**src/ctf_defines.svh**
```systemverilog
// register offsets, field positions, reset values and code points of the display fetch block
`ifndef CTF_DEFINES_SVH
`define CTF_DEFINES_SVH
`define CTF_OFS_OUT_CTRL 8'h5b
`define CTF_OFS_MODE 8'h60
`define CTF_OFS_START_LO 8'h62
`define CTF_OFS_START_MID 8'h63
`define CTF_OFS_START_HI 8'h64
`define CTF_OFS_OFFSET_LO 8'h66
`define CTF_OFS_OFFSET_HI 8'h67
`define CTF_OFS_PAN 8'h68
`define CTF_OFS_FIFO_HIGH 8'h6a
`define CTF_OFS_FIFO_LOW 8'h6b
`define CTF_PAL_BIT 0
`define CTF_BLANK_BIT 7
`define CTF_DEPTH_MSB 2
`define CTF_DEPTH_LSB 0
`define CTF_START_HI_MSB 3
`define CTF_OFFSET_HI_MSB 2
`define CTF_PAN_MSB 1
`define CTF_THR_MSB 5
`define CTF_DEPTH_4BPP 3'h2
`define CTF_DEPTH_8BPP 3'h3
`define CTF_DEPTH_15BPP 3'h4
`define CTF_DEPTH_16BPP 3'h5
`define CTF_RST_BYTE 8'h00
`define CTF_THR_AUTO 6'h00
`endif

```
**src/ctf_pkg.sv**
```systemverilog
// types shared by the display fetch block
`default_nettype none
package ctf_pkg;
	typedef enum logic [1:0] {CTF_ST_IDLE, CTF_ST_FETCH, CTF_ST_BLANK} ctf_state_e;
	typedef struct packed {
		logic [15:0] data;
		logic bypass;
	} ctf_pix_s;
	typedef struct packed {
		logic [7:0] addr;
		logic [7:0] wdata;
		logic wr;
		logic rd;
	} ctf_reg_req_s;
endpackage
`default_nettype wire

```
**src/ctf_fifo.sv**
```systemverilog
// small word fifo with valid/ready on both sides and a clear
`default_nettype none
module ctf_fifo #(
	parameter int WIDTH = 16,
	parameter int DEPTH = 4
) (
	// clock and reset
	input wire logic clk_i,
	input wire logic rst_i,
	input wire logic clear_i,
	// fill side
	input wire logic in_valid_i,
	output logic in_ready_o,
	input wire logic [WIDTH-1:0] in_data_i,
	// drain side
	output logic out_valid_o,
	input wire logic out_ready_i,
	output logic [WIDTH-1:0] out_data_o,
	output logic [$clog2(DEPTH+1)-1:0] level_o
);
	localparam int AW = $clog2(DEPTH);
	logic [WIDTH-1:0] mem [DEPTH];
	logic [AW-1:0] wptr;
	logic [AW-1:0] rptr;
	logic [$clog2(DEPTH+1)-1:0] count;
	wire push = in_valid_i && in_ready_o;
	wire pop = out_valid_o && out_ready_i;
	assign in_ready_o = (count != DEPTH[$clog2(DEPTH+1)-1:0]);
	assign out_valid_o = (count != '0);
	assign out_data_o = mem[rptr];
	assign level_o = count;
	always_ff @(posedge clk_i)
	begin
		if (push)
			mem[wptr] <= in_data_i;
	end
	always_ff @(posedge clk_i or posedge rst_i)
	begin
		if (rst_i)
		begin
			wptr <= '0;
			rptr <= '0;
			count <= '0;
		end
		else if (clear_i)
		begin
			wptr <= '0;
			rptr <= '0;
			count <= '0;
		end
		else
		begin
			if (push)
				wptr <= (wptr == AW'(DEPTH-1)) ? '0 : wptr + 1'b1;
			if (pop)
				rptr <= (rptr == AW'(DEPTH-1)) ? '0 : rptr + 1'b1;
			count <= count + (push ? 1'b1 : 1'b0) - (pop ? 1'b1 : 1'b0);
		end
	end
endmodule
`default_nettype wire

```
**src/ctf_fetch.sv**
```systemverilog
// crt/tv display configuration registers, line fetch and pixel unpacking
//
// How it works
// - tv format bit one selects pal output, zero selects ntsc.
// - blank bit set stops the pipeline and forces pixel outputs to zero.
// - depth codes 010/011/100/101 give 4/8/15/16 bpp; others reserved.
// - 15 and 16 bpp pixels bypass the colour look-up table.
// - start address is 20 bits from three bytes, top nibble in third.
// - start address counts words: zero is the first memory word.
// - 11-bit line offset is word distance between consecutive line starts.
// - offsets wider than the display are honoured for virtual images.
// - non-zero pan value shifts the display left by that many pixels.
// - pan uses two bits at 4 bpp, one at 8 bpp, none above.
// - six-bit fifo high threshold tunes arbitration; zero means automatic.
// - six-bit fifo low threshold zero is chosen automatically too.
`include "ctf_defines.svh"
`default_nettype none
module ctf_fetch #(
	parameter int FIFO_DEPTH = 4,
	parameter logic [5:0] AUTO_HIGH = 6'h01,
	parameter logic [5:0] AUTO_LOW = 6'h03
) (
	// clock and reset
	input wire logic clk_i,
	input wire logic rst_i,
	// register port
	input wire logic [7:0] addr_i,
	input wire logic [7:0] wdata_i,
	input wire logic wr_i,
	input wire logic rd_i,
	output logic [7:0] rdata_o,
	// timing from the sync generator
	input wire logic frame_start_i,
	input wire logic line_start_i,
	input wire logic [10:0] line_words_i,
	// display memory read
	output logic mem_req_o,
	output logic [19:0] mem_addr_o,
	input wire logic mem_ack_i,
	input wire logic [15:0] mem_data_i,
	output logic mem_urgent_o,
	// pixel stream
	output logic pix_valid_o,
	input wire logic pix_ready_i,
	output ctf_pkg::ctf_pix_s pix_o,
	// configuration seen by the output stage
	output logic tv_pal_o,
	output logic blank_o
);
	import ctf_pkg::*;

	// ****************************************
	// registers
	// ****************************************
	ctf_reg_req_s req;
	logic out_pal;
	logic disp_blank;
	logic [2:0] depth;
	logic [19:0] start_addr;
	logic [10:0] line_offset;
	logic [1:0] pan;
	logic [5:0] thr_high;
	logic [5:0] thr_low;
	logic [7:0] next_rdata;

	assign req = '{addr: addr_i, wdata: wdata_i, wr: wr_i, rd: rd_i};
	wire wr_out = req.wr && req.addr == `CTF_OFS_OUT_CTRL;
	wire wr_mode = req.wr && req.addr == `CTF_OFS_MODE;
	wire wr_slo = req.wr && req.addr == `CTF_OFS_START_LO;
	wire wr_smid = req.wr && req.addr == `CTF_OFS_START_MID;
	wire wr_shi = req.wr && req.addr == `CTF_OFS_START_HI;
	wire wr_olo = req.wr && req.addr == `CTF_OFS_OFFSET_LO;
	wire wr_ohi = req.wr && req.addr == `CTF_OFS_OFFSET_HI;
	wire wr_pan = req.wr && req.addr == `CTF_OFS_PAN;
	wire wr_fh = req.wr && req.addr == `CTF_OFS_FIFO_HIGH;
	wire wr_fl = req.wr && req.addr == `CTF_OFS_FIFO_LOW;

	always_ff @(posedge clk_i or posedge rst_i)
	begin
		if (rst_i)
		begin
			out_pal <= 1'b0;
			disp_blank <= 1'b0;
			depth <= 3'h0;
			start_addr <= 20'h00000;
			line_offset <= 11'h000;
			pan <= 2'h0;
			thr_high <= `CTF_THR_AUTO;
			thr_low <= `CTF_THR_AUTO;
		end
		else
		begin
			if (wr_out)
				out_pal <= req.wdata[`CTF_PAL_BIT];
			if (wr_mode)
				disp_blank <= req.wdata[`CTF_BLANK_BIT];
			if (wr_mode)
				depth <= req.wdata[`CTF_DEPTH_MSB:`CTF_DEPTH_LSB];
			if (wr_slo)
				start_addr[7:0] <= req.wdata;
			if (wr_smid)
				start_addr[15:8] <= req.wdata;
			if (wr_shi)
				start_addr[19:16] <= req.wdata[`CTF_START_HI_MSB:0];
			if (wr_olo)
				line_offset[7:0] <= req.wdata;
			if (wr_ohi)
				line_offset[10:8] <= req.wdata[`CTF_OFFSET_HI_MSB:0];
			if (wr_pan)
				pan <= req.wdata[`CTF_PAN_MSB:0];
			if (wr_fh)
				thr_high <= req.wdata[`CTF_THR_MSB:0];
			if (wr_fl)
				thr_low <= req.wdata[`CTF_THR_MSB:0];
		end
	end

	// read mux, answered one cycle after the strobe
	always_comb
	begin
		next_rdata = 8'h00;
		case (req.addr)
			`CTF_OFS_OUT_CTRL: next_rdata = {7'h00, out_pal};
			`CTF_OFS_MODE: next_rdata = {disp_blank, 4'h0, depth};
			`CTF_OFS_START_LO: next_rdata = start_addr[7:0];
			`CTF_OFS_START_MID: next_rdata = start_addr[15:8];
			`CTF_OFS_START_HI: next_rdata = {4'h0, start_addr[19:16]};
			`CTF_OFS_OFFSET_LO: next_rdata = line_offset[7:0];
			`CTF_OFS_OFFSET_HI: next_rdata = {5'h00, line_offset[10:8]};
			`CTF_OFS_PAN: next_rdata = {6'h00, pan};
			`CTF_OFS_FIFO_HIGH: next_rdata = {2'h0, thr_high};
			`CTF_OFS_FIFO_LOW: next_rdata = {2'h0, thr_low};
			default: next_rdata = 8'h00;
		endcase
	end

	always_ff @(posedge clk_i or posedge rst_i)
	begin
		if (rst_i)
			rdata_o <= 8'h00;
		else if (req.rd)
			rdata_o <= next_rdata;
		else
			rdata_o <= 8'h00;
	end

	// ****************************************
	// depth decode
	// ****************************************
	function automatic logic [1:0] last_sub(input logic [2:0] d);
		case (d)
			`CTF_DEPTH_4BPP: last_sub = 2'd3;
			`CTF_DEPTH_8BPP: last_sub = 2'd1;
			default: last_sub = 2'd0;
		endcase
	endfunction

	function automatic logic [15:0] pick_pixel(input logic [15:0] w, input logic [2:0] d,
		input logic [1:0] idx);
		case (d)
			`CTF_DEPTH_4BPP: pick_pixel = {12'h000, w[idx*4 +: 4]};
			`CTF_DEPTH_8BPP: pick_pixel = {8'h00, w[idx[0]*8 +: 8]};
			`CTF_DEPTH_15BPP: pick_pixel = {1'b0, w[14:0]};
			default: pick_pixel = w;
		endcase
	endfunction

	wire depth_ok = depth inside {`CTF_DEPTH_4BPP, `CTF_DEPTH_8BPP, `CTF_DEPTH_15BPP,
		`CTF_DEPTH_16BPP};
	wire lut_bypass = depth == `CTF_DEPTH_15BPP || depth == `CTF_DEPTH_16BPP;
	wire [1:0] pan_eff = (depth == `CTF_DEPTH_4BPP) ? pan :
		(depth == `CTF_DEPTH_8BPP) ? {1'b0, pan[0]} : 2'd0;
	wire run = !disp_blank && depth_ok;

	assign tv_pal_o = out_pal;
	assign blank_o = disp_blank;

	// ****************************************
	// line fetch
	// ****************************************
	ctf_state_e state;
	ctf_state_e next_state;
	logic [19:0] line_base;
	logic [19:0] fetch_addr;
	logic [10:0] words_left;
	logic fifo_in_ready;
	logic fifo_out_valid;
	logic fifo_out_ready;
	logic [15:0] fifo_out_data;
	logic [$clog2(FIFO_DEPTH+1)-1:0] fifo_level;
	logic urgent;

	wire fetch_go = state == CTF_ST_FETCH && words_left != 11'h000;
	wire mem_take = fetch_go && fifo_in_ready && mem_ack_i;

	always_comb
	begin
		next_state = state;
		case (state)
			CTF_ST_IDLE:
				if (!run)
					next_state = CTF_ST_BLANK;
				else if (line_start_i)
					next_state = CTF_ST_FETCH;
			CTF_ST_FETCH:
				if (!run)
					next_state = CTF_ST_BLANK;
				else if (words_left == 11'h000 && !line_start_i)
					next_state = CTF_ST_IDLE;
			CTF_ST_BLANK:
				if (run)
					next_state = CTF_ST_IDLE;
			default: next_state = CTF_ST_BLANK;
		endcase
	end

	always_ff @(posedge clk_i or posedge rst_i)
	begin
		if (rst_i)
		begin
			state <= CTF_ST_BLANK;
			line_base <= 20'h00000;
			fetch_addr <= 20'h00000;
			words_left <= 11'h000;
		end
		else
		begin
			state <= next_state;
			if (frame_start_i)
				line_base <= start_addr;
			else if (line_start_i && run)
			begin
				fetch_addr <= line_base;
				words_left <= line_words_i;
				line_base <= line_base + 20'(line_offset);
			end
			else if (!run)
				words_left <= 11'h000;
			else if (mem_take)
			begin
				fetch_addr <= fetch_addr + 20'h00001;
				words_left <= words_left - 11'h001;
			end
		end
	end

	assign mem_req_o = fetch_go && fifo_in_ready;
	assign mem_addr_o = fetch_addr;

	// arbitration urgency with hysteresis between the two thresholds
	wire [5:0] high_eff = (thr_high == `CTF_THR_AUTO) ? AUTO_HIGH : thr_high;
	wire [5:0] low_eff = (thr_low == `CTF_THR_AUTO) ? AUTO_LOW : thr_low;
	wire [5:0] level6 = 6'(fifo_level);

	always_ff @(posedge clk_i or posedge rst_i)
	begin
		if (rst_i)
			urgent <= 1'b0;
		else if (!fetch_go)
			urgent <= 1'b0;
		else if (level6 < high_eff)
			urgent <= 1'b1;
		else if (level6 >= low_eff)
			urgent <= 1'b0;
	end
	assign mem_urgent_o = urgent;

	ctf_fifo #(
		.WIDTH(16),
		.DEPTH(FIFO_DEPTH)
	) u_fifo (
		.clk_i(clk_i),
		.rst_i(rst_i),
		.clear_i(line_start_i || !run),
		.in_valid_i(fetch_go && mem_ack_i),
		.in_ready_o(fifo_in_ready),
		.in_data_i(mem_data_i),
		.out_valid_o(fifo_out_valid),
		.out_ready_i(fifo_out_ready),
		.out_data_o(fifo_out_data),
		.level_o(fifo_level)
	);

	// ****************************************
	// pixel unpacking
	// ****************************************
	logic [1:0] sub;
	wire out_free = !pix_valid_o || pix_ready_i;
	wire pix_take = run && fifo_out_valid && out_free && !line_start_i;
	wire word_done = sub == last_sub(depth);
	assign fifo_out_ready = pix_take && word_done;

	always_ff @(posedge clk_i or posedge rst_i)
	begin
		if (rst_i)
			sub <= 2'd0;
		else if (line_start_i)
			sub <= pan_eff;
		else if (pix_take)
			sub <= word_done ? 2'd0 : sub + 2'd1;
	end

	always_ff @(posedge clk_i or posedge rst_i)
	begin
		if (rst_i)
		begin
			pix_valid_o <= 1'b0;
			pix_o <= '0;
		end
		else if (!run || line_start_i)
		begin
			pix_valid_o <= 1'b0;
			pix_o <= '0;
		end
		else if (out_free)
		begin
			pix_valid_o <= pix_take;
			pix_o.data <= pix_take ? pick_pixel(fifo_out_data, depth, sub) : 16'h0000;
			pix_o.bypass <= pix_take && lut_bypass;
		end
	end
endmodule
`default_nettype wire

```
**config.mk**
```make
export PLATFORM = sky130hd
export DESIGN_NAME = ctf_fetch
export DESIGN_NICKNAME = d
export VERILOG_FILES = /design/src/ctf_pkg.sv /design/src/ctf_fifo.sv /design/src/ctf_fetch.sv
export VERILOG_INCLUDE_DIRS = /design/src
export SDC_FILE = /design/constraint.sdc
export NUM_CORES = 1
export LEC_CHECK = 0
export BUFFER_PORTS_ARGS = -buffer_cell sky130_fd_sc_hd__buf_2
export CORE_MARGIN = 10
export CORE_UTILIZATION = 50
export DETAILED_ROUTE_END_ITERATION = 6
export PLACE_DENSITY = 0.69
export SYNTH_ARGS = -nofsm -noshare
export SYNTH_HDL_FRONTEND = slang
export SYNTH_SLANG_ARGS = --single-unit
```
**constraint.sdc**
```tcl
create_clock -name clk_i -period 4.75 [get_ports clk_i]
set_input_delay 0.2375 -clock clk_i [delete_from_list [all_inputs] [get_ports clk_i]]
set_output_delay 0.2375 -clock clk_i [all_outputs]
set_load 0.05 [all_outputs]
```
Yosys cells after proc, flatten, opt, wreduce, memory -nomap -nowiden. Memories as Yosys holds them, arrays and structs flattened. Index checks and enable logic that the tools add are counted.

Logic and storage cells: 155. Register bits: 139. Output and inout bits: 50. Memory bits (writable): 64. Memories kept: 1.

Memory list: u_fifo.mem (words 4, width 16, rd ports 1, clocked after Yosys merged registers in 0, wr ports 1, RTL line ctf_fifo.sv:22) `logic [WIDTH-1:0] mem [DEPTH];`.

Bitwise logic cells: 1. Add/subtract/negate cells: 8. Order comparisons: 2. Shift-type cells: 2. Reduce and logical (&&, ||, !) cells: 48. Equality and inequality tests: 25. Multiplexer cells: 44.

Operator list (count): two-way mux 20 bit (5); == test 8 x 7 -> 1 bit, second input constant (10); one-hot mux 8 bit (10 select lines) (1); one-hot mux 16 bit (3 select lines) (1); two-way mux 17 bit (2); two-way mux 11 bit (3); two-way mux 2 bit (15); logical AND 1 bit (24); adder 20 x 1 -> 20 bit, second input constant (1); adder 20 x 11 -> 20 bit (1); two-way mux 16 bit (1); indexed part select 16 x 5 -> 4 bit (1); indexed part select 16 x 5 -> 8 bit (1); nonzero test 2 bit (7); zero test 6 bit (2); two-way mux 6 bit (2); zero test 11 bit (1); nonzero test 11 bit (1); subtractor 11 x 1 -> 11 bit, second input constant (1); two-way mux 1 bit (10); two-way mux 8 bit (1); adder 2 x 1 -> 2 bit, second input constant (3); == test 2 bit, second input constant (3); == test 3 x 2 -> 1 bit, second input constant (2); 22 further kinds (31).

Depth between registers and ports, before layout. Gate-level depths: netlist of run 1.

Depth in word-level cells: 11. Mapped depth: 14. Gate-level depth less buffers: 13.

Cells and area by module. From an unflattened synthesis of run 1, not the netlist that was laid out.

Cells, all modules: 903. Area, all modules: 10116.0 um^2.

Modules (own cells, without submodules): ctf_fetch (sequential area each 3304.4 um^2, area each 7327.0 um^2, cells each 771, instances 1); ctf_fifo (sequential area each 2097.0 um^2, area each 2788.9 um^2, cells each 132, instances 1).

Worst setup path after synthesis of run 1. OpenSTA, ideal clock, no wires.

Path type: reg-to-reg. Start point: register disp_blank, in the netlist blank_o. End point: register u_fifo.count[2], in the netlist u_fifo.level_o[2]. Library setup time: 0.132 ns. Arrival time: 2.788 ns. Setup slack: 1.830 ns. Required time: 4.618 ns. Stages on the path, launching flop included: 14. Cell sequence: dfrtp_1 -> or3_1 -> clkbuf_1 -> or2_1 -> o21bai_1 -> inv_1 -> ha_1 -> inv_1 -> ha_1 -> inv_1 -> fa_1 -> xor2_1 -> xnor2_1 -> nor2_1.

Word-level cells in the longest chain between the ends: 10. Elaborated cells between the ends (all ways): 12. Those cells by class: add/sub (1); mux (2); reduce/logical (9).

RTL lines: start, declared (RTL line ctf_fetch.sv:57) `logic disp_blank;`; start signal, assigned (RTL line ctf_fetch.sv:96) `` disp_blank <= req.wdata[`CTF_BLANK_BIT]; ``; zero test 1 bit * (RTL line ctf_fetch.sv:173) `wire run = !disp_blank && depth_ok;`; logical AND 1 bit * (RTL line ctf_fetch.sv:173); logical AND 1 bit (3 in series) (RTL line ctf_fetch.sv:289) `wire pix_take = run && fifo_out_valid && out_free && !line_start_i;`; logical AND 1 bit (RTL line ctf_fetch.sv:291) `assign fifo_out_ready = pix_take && word_done;`; logical AND 1 bit (RTL line ctf_fifo.sv:27) `wire pop = out_valid_o && out_ready_i;`; two-way mux 1 bit (RTL line ctf_fifo.sv:57) `count <= count + (push ? 1'b1 : 1'b0) - (pop ? 1'b1 : 1'b0);`; subtractor 3 bit (RTL line ctf_fifo.sv:57); two-way mux 3 bit * (RTL line ctf_fifo.sv:45) `else if (clear_i)`; end signal, assigned (RTL line ctf_fifo.sv:57); end, declared (RTL line ctf_fifo.sv:25) `logic [$clog2(DEPTH+1)-1:0] count;`.

Every way passes the cells marked *; elsewhere a longest branch is shown, timed or not. A chain may end at the register's enable or synchronous reset.

Worst setup path in the final report of run 1.
Start point: register depth[2]. End point: register u_fifo.count[2], in the netlist u_fifo.level_o[2].

Word-level cells in the longest chain between the ends: 11. Elaborated cells between the ends (all ways): 18. Those cells by class: add/sub (1); eq/ne (5); mux (3); reduce/logical (9).

RTL lines: start, declared (RTL line ctf_fetch.sv:58) `logic [2:0] depth;`; start signal, assigned (RTL line ctf_fetch.sv:98) `` depth <= req.wdata[`CTF_DEPTH_MSB:`CTF_DEPTH_LSB]; ``; == test 3 x 2 -> 1 bit or == test 3 bit (tied branches) (RTL line ctf_fetch.sv:151, ctf_fetch.sv:168); nonzero test 4 bit (RTL line ctf_fetch.sv:168) `` wire depth_ok = depth inside {`CTF_DEPTH_4BPP, `CTF_DEPTH_8BPP, `CTF_DEPTH_15BPP, ``; logical AND 1 bit (RTL line ctf_fetch.sv:173); logical AND 1 bit (3 in series) (RTL line ctf_fetch.sv:289); logical AND 1 bit (RTL line ctf_fetch.sv:291); logical AND 1 bit (RTL line ctf_fifo.sv:27); two-way mux 1 bit (RTL line ctf_fifo.sv:57); subtractor 3 bit (RTL line ctf_fifo.sv:57); two-way mux 3 bit * (RTL line ctf_fifo.sv:45).

Marks and branches as above.

==> summary.txt, run 1 <==
Yosys
  • Synth Flop Type: dfrtp_1
  • Multiplexer area fraction after synthesis: 10.95%
  • Synth async-reset ratio: 68.47%
  • FF+latch count, synth: 203
  • Post-Synth XOR/XNOR Area: 1.400%
  • Avg Inst Size Synth: 11.32 sq um
  • Cells after Synth: 884
  • Yosys cell types: 70
  • Post-Syn Area: 10010 sq um
  • Main combinational cell family by area after synthesis: compound AO/OA/AOI/OAI gates
  • Post-synth net total: 962
  • Synth Area in Simple Gates: 12.21%
  • Synth Warn #: 0
  • Post-synthesis sequential area ratio: 53.96%
  • Adder-Cell Fraction of Synth Area: 3.525%
  • Post-synthesis compound-gate area fraction: 15.50%
  • Number of synthesized flops with an enable pin: 64

CTS
  • Clock Path Buffers: 3
  • Clk root buf: clkbuf_16
  • Inserted Clock Buffers: 23
  • Clk Latency, worst-skew pair: 0.52 ns
  • Hold buffer count at CTS: 18
  • CTS tree: yes
  • CTS H-tree depth: 1
  • Gates resized, CTS repair: 0
  • Clock-pin slew on the worst setup and hold paths: 0.06 ns
  • CTS Sinks: 203
  • Post CTS Setup Buffer Count: 0

Worst setup path
  • Worst Setup SP: depth[2]$_DFFE_PP0P_
  • Max incr delay on CP: 0.47 ns
  • Top cell by count, worst path: inv_1
  • CP max FO: 14
  • CP startpoint kind: register
  • Crit path buf inv count: 3
  • Worst R2R Setup Slack: 1.25 ns
  • Worst Path Arrival: 3.87 ns
  • Worst setup path endpoint: u_fifo.level_o[2]$_DFF_PP0_
  • Stages on the worst setup path: 13
  • Worst EP required: 5.12 ns
  • R2r endpoint: u_fifo.level_o[2]$_DFF_PP0_
  • Worst reg2reg startpoint: depth[2]$_DFFE_PP0P_
  • Crit-path cells: xnor2_1 > or3_1 > or2_1 > o21bai_1 > inv_1 > ha_1 > inv_1 > ha_1 > inv_1 > fa_1 > xor2_1 > xnor2_1 > nor2_1
  • CP max-delay cell: or3_1
  • Reg2Reg Depth: 13
  • Crit Path Category: reg2reg
  • Critical path's top delay family: simple AND/OR/NAND/NOR gates
  • Endpoint class of the critical path: register

STA
  • Setup_tns: 0 ns
  • Least-Margin Pin Slew: 1.168 ns
  • RSZ-0062 raised after global routing: false
  • Final setup violating endpoints: 0
  • Fmax: 0.2858 GHz
  • Clk_skew: 0.02380 ns
  • Tcrit/Tclk final: 73.65%
  • Final Hold Violating Endpoints: 0
  • Max Transition Viols Final: 0
  • Final hold slack: 0.01432 ns
  • Tmin final: 3.498 ns
  • Relative slew margins: 21.82%

Routing
  • WL per Instance: 19.63 microns
  • Length of the first detailed-routing pass in iterations: 7
  • Drt initial violations: 623
  • Routed WL: 25.01 mm
  • Antenna viol nets, final: 0
  • Remaining DRCs: 1
  • Vias: 7486
  • Vias/cell: 5.876

Finish
  • Layout cell share with drive strength beyond 1: 22.10%
  • Design Area, Final: 11640 sq um
  • Nets: 1070
  • Inserted Diodes: 0
  • Synth-to-Final Area Change: 16.31%

Flow run
  • Max-cap viol count: 0

Floorplanning
  • Die area: 26080 sq um
  • Die height: 161.5 microns
  • Core ar.: 19590 sq um
  • Die W: 161.5 microns
  • Number of placement rows: 51
  • # IOs: 101
  • Initial Utilization: 51.10%

Placed design
  • Input/output buffers: 100
  • DP HPWL: 17.70 mm
  • Placed inst area: 10730 sq um
  • RePlAce Congestion: 0.8965

Min path
  • Hold crit path type: in2reg

Pwr
  • Total power: 4020 uW
  • P_leak: 0.004970 uW
  • Pwr/cell area: 345.3 nW/um^2
  • Peak supply drop: 314.4 uV

Outcome
  • Outcome: finished with violations
  • Failing checks: design-rule violations

Global routing
  • Initial antenna violation count: 0
  • GRT Residual Overflow: 0
  • Vias in the first global route: 7304
  • First-pass GRT wire length: 40.42 mm
  • GRT Total Usage: 18.91%
  • Largest net degree at the start of global routing: 97
how the worst min path moves through the flow:
stage,cells after the start,from,slack (ns),end
5_1_grt,3,line_words_i[10],0.009,words_left[10]$_DFFE_PP0P_
4_1_cts,3,line_words_i[10],0.002,words_left[10]$_DFFE_PP0P_
2_1_floorplan,0,mem_data_i[0],0.34,u_fifo.mem[0][0]$_DFFE_PP_
3_5_place_dp,1,mem_data_i[5],0.45,u_fifo.mem[1][5]$_DFFE_PP_
6_report,3,line_words_i[10],0.01,words_left[10]$_DFFE_PP0P_
3_3_place_gp,1,mem_data_i[3],0.45,u_fifo.mem[2][3]$_DFFE_PP_
registers in the layout, summed over array words and instances, names as in the netlist, 2 cells and up:
register        cells
sub                 2
u_fifo.rptr         2
pan                 2
mem_addr_o         20
state               2
depth               3
start_addr         20
thr_high            6
line_base          20
pix_o              17
line_offset        11
thr_low             6
u_fifo.level_o      3
words_left         11
rdata_o             8
u_fifo.mem         64
u_fifo.wptr         2
synthesized netlist by cell type (5+ instances only):
library cell    n  area, sq um
a211oi_1        9        67.56
a21oi_1        68        340.3
a22o_1         15        131.4
a22oi_1        24        180.2
a2bb2oi_1       5        43.79
a31oi_1         7        43.79
and3_1          9        56.30
buf_1           5        18.77
buf_2           5        25.02
clkbuf_1       29        108.9
dfrtp_1       138         3453
edfxtp_1       64         1922
ha_1           25        312.8
inv_1          21        78.83
mux2_2         52        585.6
mux2i_1        15        150.1
mux4_2         16        360.4
nand2_1        84        315.3
nand2b_1       10        62.56
nand3_1        17        85.08
nand4_1        11        68.82
nor2_1         51        191.4
nor2b_1         7        43.79
nor3_1         22        110.1
nor4_1          8        50.05
o21ai_0        60        300.3
o22ai_1        15        93.84
xnor2_1        11        96.34
xor2_1          5        43.79
where the power goes:
part           leakage [uW]  internal [uW]  switching, uW  total, uW
clock network      0.000357           1010            689       1700
registers           0.00248           1860           75.7       1940
logic               0.00214            137            244        381
per-stage QoR:
step                      worst slack (ns)  util, %  std cells
after floorplan                     0.7896        -        884
after global placement               1.464    54.79       1214
after detailed placement             1.298    54.79       1214
after CTS                            1.255    59.44       1274
after global routing                0.9565    59.44       1274
final                                1.252    59.44       1274
kinds of logic (layout without fill, tap and decap cells):
family / count (synthesis) / in the layout
xor gates and xnor gates: 16 / 16
adders and majority gates: 27 / 27
AOI/OAI and AO/OA: 245 / 245
DFF: 203 / 203
muxes: 83 / 83
buffers and inverters: 63 / 188
and+or+nand+nor: 247 / 247
per-layer routing:
metal  up-vias  routed length, microns  GRT usage [%]
li1       3555                       -              -
met1      3649                   11910          27.64
met4         0                     471          4.260
met2       249                   11000          28.42
met5         -                       0              0
met3        33                    1624          3.762
worst min-delay path, stage by stage:
cell and delay [ns]:
buf_2 0.09, nand3_1 0.08, nand2_1 0.07
placed cells by master (no fill, tap or decap), types with 4 or more instances in the layout:
cell / Yosys / routed
a2bb2oi_1: 5 / 5
nor3_1: 22 / 21
buf_4: 1 / 5
a31oi_1: 7 / 7
nand2_1: 84 / 84
and3_1: 9 / 9
buf_2: 5 / 100
and2_1: 4 / 4
ha_1: 25 / 25
dlygate4sd3_1: 0 / 18
o21ai_0: 60 / 60
clkbuf_16: 0 / 23
nor2_1: 51 / 51
inv_1: 21 / 20
xor2_1: 5 / 5
nand2b_1: 10 / 10
a22oi_1: 24 / 24
dfrtp_1: 138 / 138
xnor2_1: 11 / 11
mux2_2: 52 / 52
a21oi_1: 68 / 67
edfxtp_1: 64 / 64
a211oi_1: 9 / 9
o22ai_1: 15 / 15
o221ai_1: 4 / 4
o21a_1: 4 / 4
mux4_2: 16 / 16
nor4_1: 8 / 8
nor2b_1: 7 / 7
or3_1: 4 / 4
nand3_1: 17 / 17
clkinv_2: 0 / 6
a22o_1: 15 / 15
nand4_1: 11 / 11
mux2i_1: 15 / 15
clkinv_1: 1 / 4
clkbuf_1: 29 / 4
cell type report:
type                            count  area (sq um)
Fill cell                        1610          7946
Sequential cell                   203          5401
Multi-Input combinational cell    618          4372
Timing Repair Buffer              123         718.2
Clock buffer                       28         604.3
Tap cell                          265         331.6
Clock inverter                     14         125.1
Inverter                           23         91.34
(Power assumes the default switching activity.)
==> inputs of run 2 (changes only) <==
==> constraint.sdc (replaced) <==
create_clock -name clk_i -period 3.4 [get_ports clk_i]
set_input_delay 0.17 -clock clk_i [delete_from_list [all_inputs] [get_ports clk_i]]
set_output_delay 0.17 -clock clk_i [all_outputs]
set_load 0.05 [all_outputs]
==> run 2 against run 1 <==
Net effect:
- the run now ends clean
- clock skew decreased by 0.0046 ns
- via count increased by 2.5%
- setup slack got worse by 0.92 ns
- routed wire length increased by 2.2%
- utilization increased by 0.97 points
- largest power group unchanged
- clock power increased by 34%
- critical path depth unchanged
- maximum frequency increased by 14%
- hold slack improved by 0.0013 ns
- design area increased by 1.6%
- power increased by 38%
==> summary.txt, run 2 (synthesis results as in run 1) <==
CTS
  • Clk Latency, worst-skew pair: 0.51 ns (was 0.52 ns)
  • CTS H-tree depth: 1 (unchanged)
  • Clock-pin slew on the worst setup and hold paths: 0.06 ns (about the same)
  • CTS tree: yes (unchanged)
  • Clock Path Buffers: 3 (unchanged)
  • CTS Sinks: 203 (unchanged)
  • Clk root buf: clkbuf_16 (unchanged)
  • Inserted Clock Buffers: 22 (was 23)
  • Post CTS Setup Buffer Count: 0 (unchanged)

Worst setup path
  • Worst reg2reg startpoint: depth[2]$_DFFE_PP0P_ (unchanged)
  • Worst Setup SP: depth[2]$_DFFE_PP0P_ (unchanged)
  • Worst R2R Setup Slack: 0.33 ns (was 1.25 ns)
  • CP max FO: 12 (was 14)
  • R2r endpoint: u_fifo.level_o[2]$_DFF_PP0_ (unchanged)
  • Worst setup path endpoint: u_fifo.level_o[2]$_DFF_PP0_ (unchanged)
  • Worst EP required: 3.78 ns (was 5.12 ns)
  • Crit Path Category: reg2reg (unchanged)
  • Worst Path Arrival: 3.45 ns (was 3.87 ns)
  • Reg2Reg Depth: 13 (unchanged)
  • CP startpoint kind: register (unchanged)
  • Endpoint class of the critical path: register (unchanged)

Floorplanning
  • Number of placement rows: 51 (unchanged)
  • Core ar.: 19590 sq um (unchanged)
  • # IOs: 101 (unchanged)
  • Initial Utilization: 51.10% (unchanged)
  • Die W: 161.5 microns (unchanged)
  • Die area: 26080 sq um (unchanged)
  • Die height: 161.5 microns (unchanged)

Pwr
  • Peak supply drop: 474.7 uV (was 314.4 uV)
  • Sw power: 1386 uW (was 1008 uW)
  • P_leak: 0.005050 uW (was 0.004970 uW)
  • Pwr/cell area: 467.6 nW/um^2 (was 345.3 nW/um^2)
  • Sequential Power Share: 48.9% (was 48.2%)
  • Pint: 4147 uW (was 3012 uW)
  • Switching Share: 25.05% (was 25.07%)
  • Clock power frac: 41.1% (was 42.3%)
  • Combinational power share: 10.0% (was 9.5%)

STA
  • Relative slew margins: 26.38% (was 21.82%)
  • Max Transition Viols Final: 0 (unchanged)
  • Fmax: 0.3262 GHz (was 0.2858 GHz)
  • Tcrit/Tclk final: 90.16% (was 73.65%)
  • Clk_skew: 0.01920 ns (was 0.02380 ns)
  • Setup_tns: 0 ns (unchanged)
  • Tmin final: 3.066 ns (was 3.498 ns)
  • Final Hold Violating Endpoints: 0 (unchanged)
  • Least-Margin Pin Slew: 1.104 ns (was 1.168 ns)
  • Final setup violating endpoints: 0 (unchanged)
  • RSZ-0062 raised after global routing: false (unchanged)

Routing
  • Routed WL: 25.55 mm (was 25.01 mm)
  • Drt initial violations: 693 (was 623)
  • Antenna viol nets, final: 0 (unchanged)
  • Length of the first detailed-routing pass in iterations: 5 (was 7)
  • Vias/cell: 5.927 (was 5.876)
  • Vias: 7670 (was 7486)
  • WL per Instance: 19.74 microns (was 19.63 microns)
  • Remaining DRCs: 0 (was 1)

Finish
  • Register area: 5401 sq um (unchanged)
  • Most frequent cells in the layout: 138 x dfrtp_1, 100 x buf_2, 84 x nand2_1 (unchanged)
  • Utilization after layout: 60.41% (was 59.44%)
  • Total of fill cells in the finished design: 1577 (was 1610)
  • Largest register by flop count: u_fifo.mem (unchanged)
  • Multi-input gate area: 4379 sq um (was 4372 sq um)
  • Layout cell share with drive strength beyond 1: 22.25% (was 22.10%)
  • Synth-to-Final Area Change: 18.21% (was 16.31%)
  • Most common cell after layout, fill and taps aside: dfrtp_1 (unchanged)
  • Nets: 1092 (was 1070)
  • Max reg flops: 64 (unchanged)
  • Inserted Diodes: 0 (unchanged)

Placed design
  • Input/output buffers: 100 (unchanged)
  • RePlAce Congestion: 0.9078 (was 0.8965)
  • DP HPWL: 18.25 mm (was 17.70 mm)

Global routing
  • GRT Residual Overflow: 0 (unchanged)
  • Largest net degree at the start of global routing: 78 (was 97)
  • Grt peak-use layer: met2 (unchanged)
  • Grt met2 use: 29.27% (was 28.42%)
  • GRT Total Usage: 19.30% (was 18.91%)
  • M1 GR Usage: 27.19% (was 27.64%)
  • First-pass GRT wire length: 41.50 mm (was 40.42 mm)
  • Initial antenna violation count: 0 (unchanged)
  • GRT met3 Usage: 4.398% (was 3.762%)
  • Vias in the first global route: 7676 (was 7304)

Min path
  • Hold crit path type: in2reg (unchanged)
  • Hold path start: line_words_i[2] (was line_words_i[10])

Outcome
  • Outcome: finished, final reports clean (was finished with violations)

Flow run
  • Max-cap viol count: 0 (unchanged)
-- run 2: per-stage QoR --
stage               hold slack [ns]  setup slack (ns)  instances  total power, uW  area [sq um]
global placement             0.3650            0.4112       1223             3264         10810
floorplan                    0.2689            0.4805        884             3088         10010
global route                0.05481           0.06320       1294             5756         11830
CTS                        0.004499            0.3143       1294             5584         11830
finish                      0.01560            0.3345       1294             5533         11830
detailed placement           0.3668            0.3455       1223             3273         10810
-- run 2: repair_timing --
item | CTS | global route
gates resized for setup | 0 | 1
endpoints found under the hold margin | 125 | 0
endpoints found under the setup margin | 0 | 1
hold buffers | 32 | 0
-- run 2: worst max-delay path, cell delays in order, from the launching register on --
cell and delay (ns):
dfrtp_1 0.44, xnor2_2 0.21, or3_1 0.35, or2_1 0.39, o21bai_1 0.27, inv_1 0.08, ha_1 0.22, inv_1 0.06
ha_1 0.13, inv_1 0.05, fa_1 0.38, xor2_1 0.18, xnor2_1 0.14, nor2_1 0.05
-- run 2: power by group through the flow --
stage | clock [uW] | combinational [uW] | sequential [uW]
after floorplan | 0 | 297 | 2790
after global placement | 0 | 521 | 2740
after detailed placement | 0 | 528 | 2750
after CTS | 2330 | 558 | 2700
after global routing | 2430 | 616 | 2710
final | 2270 | 556 | 2700
-- run 2: layout make-up --
| cell class | instances | share of cell area, % |
|---|---|---|
| Clock buffer | 32 | 5.223 |
| Clock inverter | 7 | 0.6344 |
| Inverter | 23 | 0.7613 |
| Multi-Input combinational cell | 618 | 37.01 |
| Sequential cell | 203 | 45.64 |
| Tap cell | 265 | 2.802 |
| Timing Repair Buffer | 146 | 7.930 |
-- run 2: worst min path at each step --
stage	slack [ns]	endpoint	cells after the start
after floorplan	0.27	u_fifo.mem[0][0]$_DFFE_PP_	0
after global routing	0.05	words_left[2]$_DFFE_PP0P_	3
after CTS	0.004	words_left[2]$_DFFE_PP0P_	3
after global placement	0.36	words_left[8]$_DFFE_PP0P_	2
after detailed placement	0.37	words_left[8]$_DFFE_PP0P_	2
final	0.02	words_left[2]$_DFFE_PP0P_	3
-- run 2: routing by layer --
layer,vias up,wire length [microns]
met5,-,0
met4,0,598
met3,43,1807
met2,270,11430
met1,3758,11710
li1,3599,-
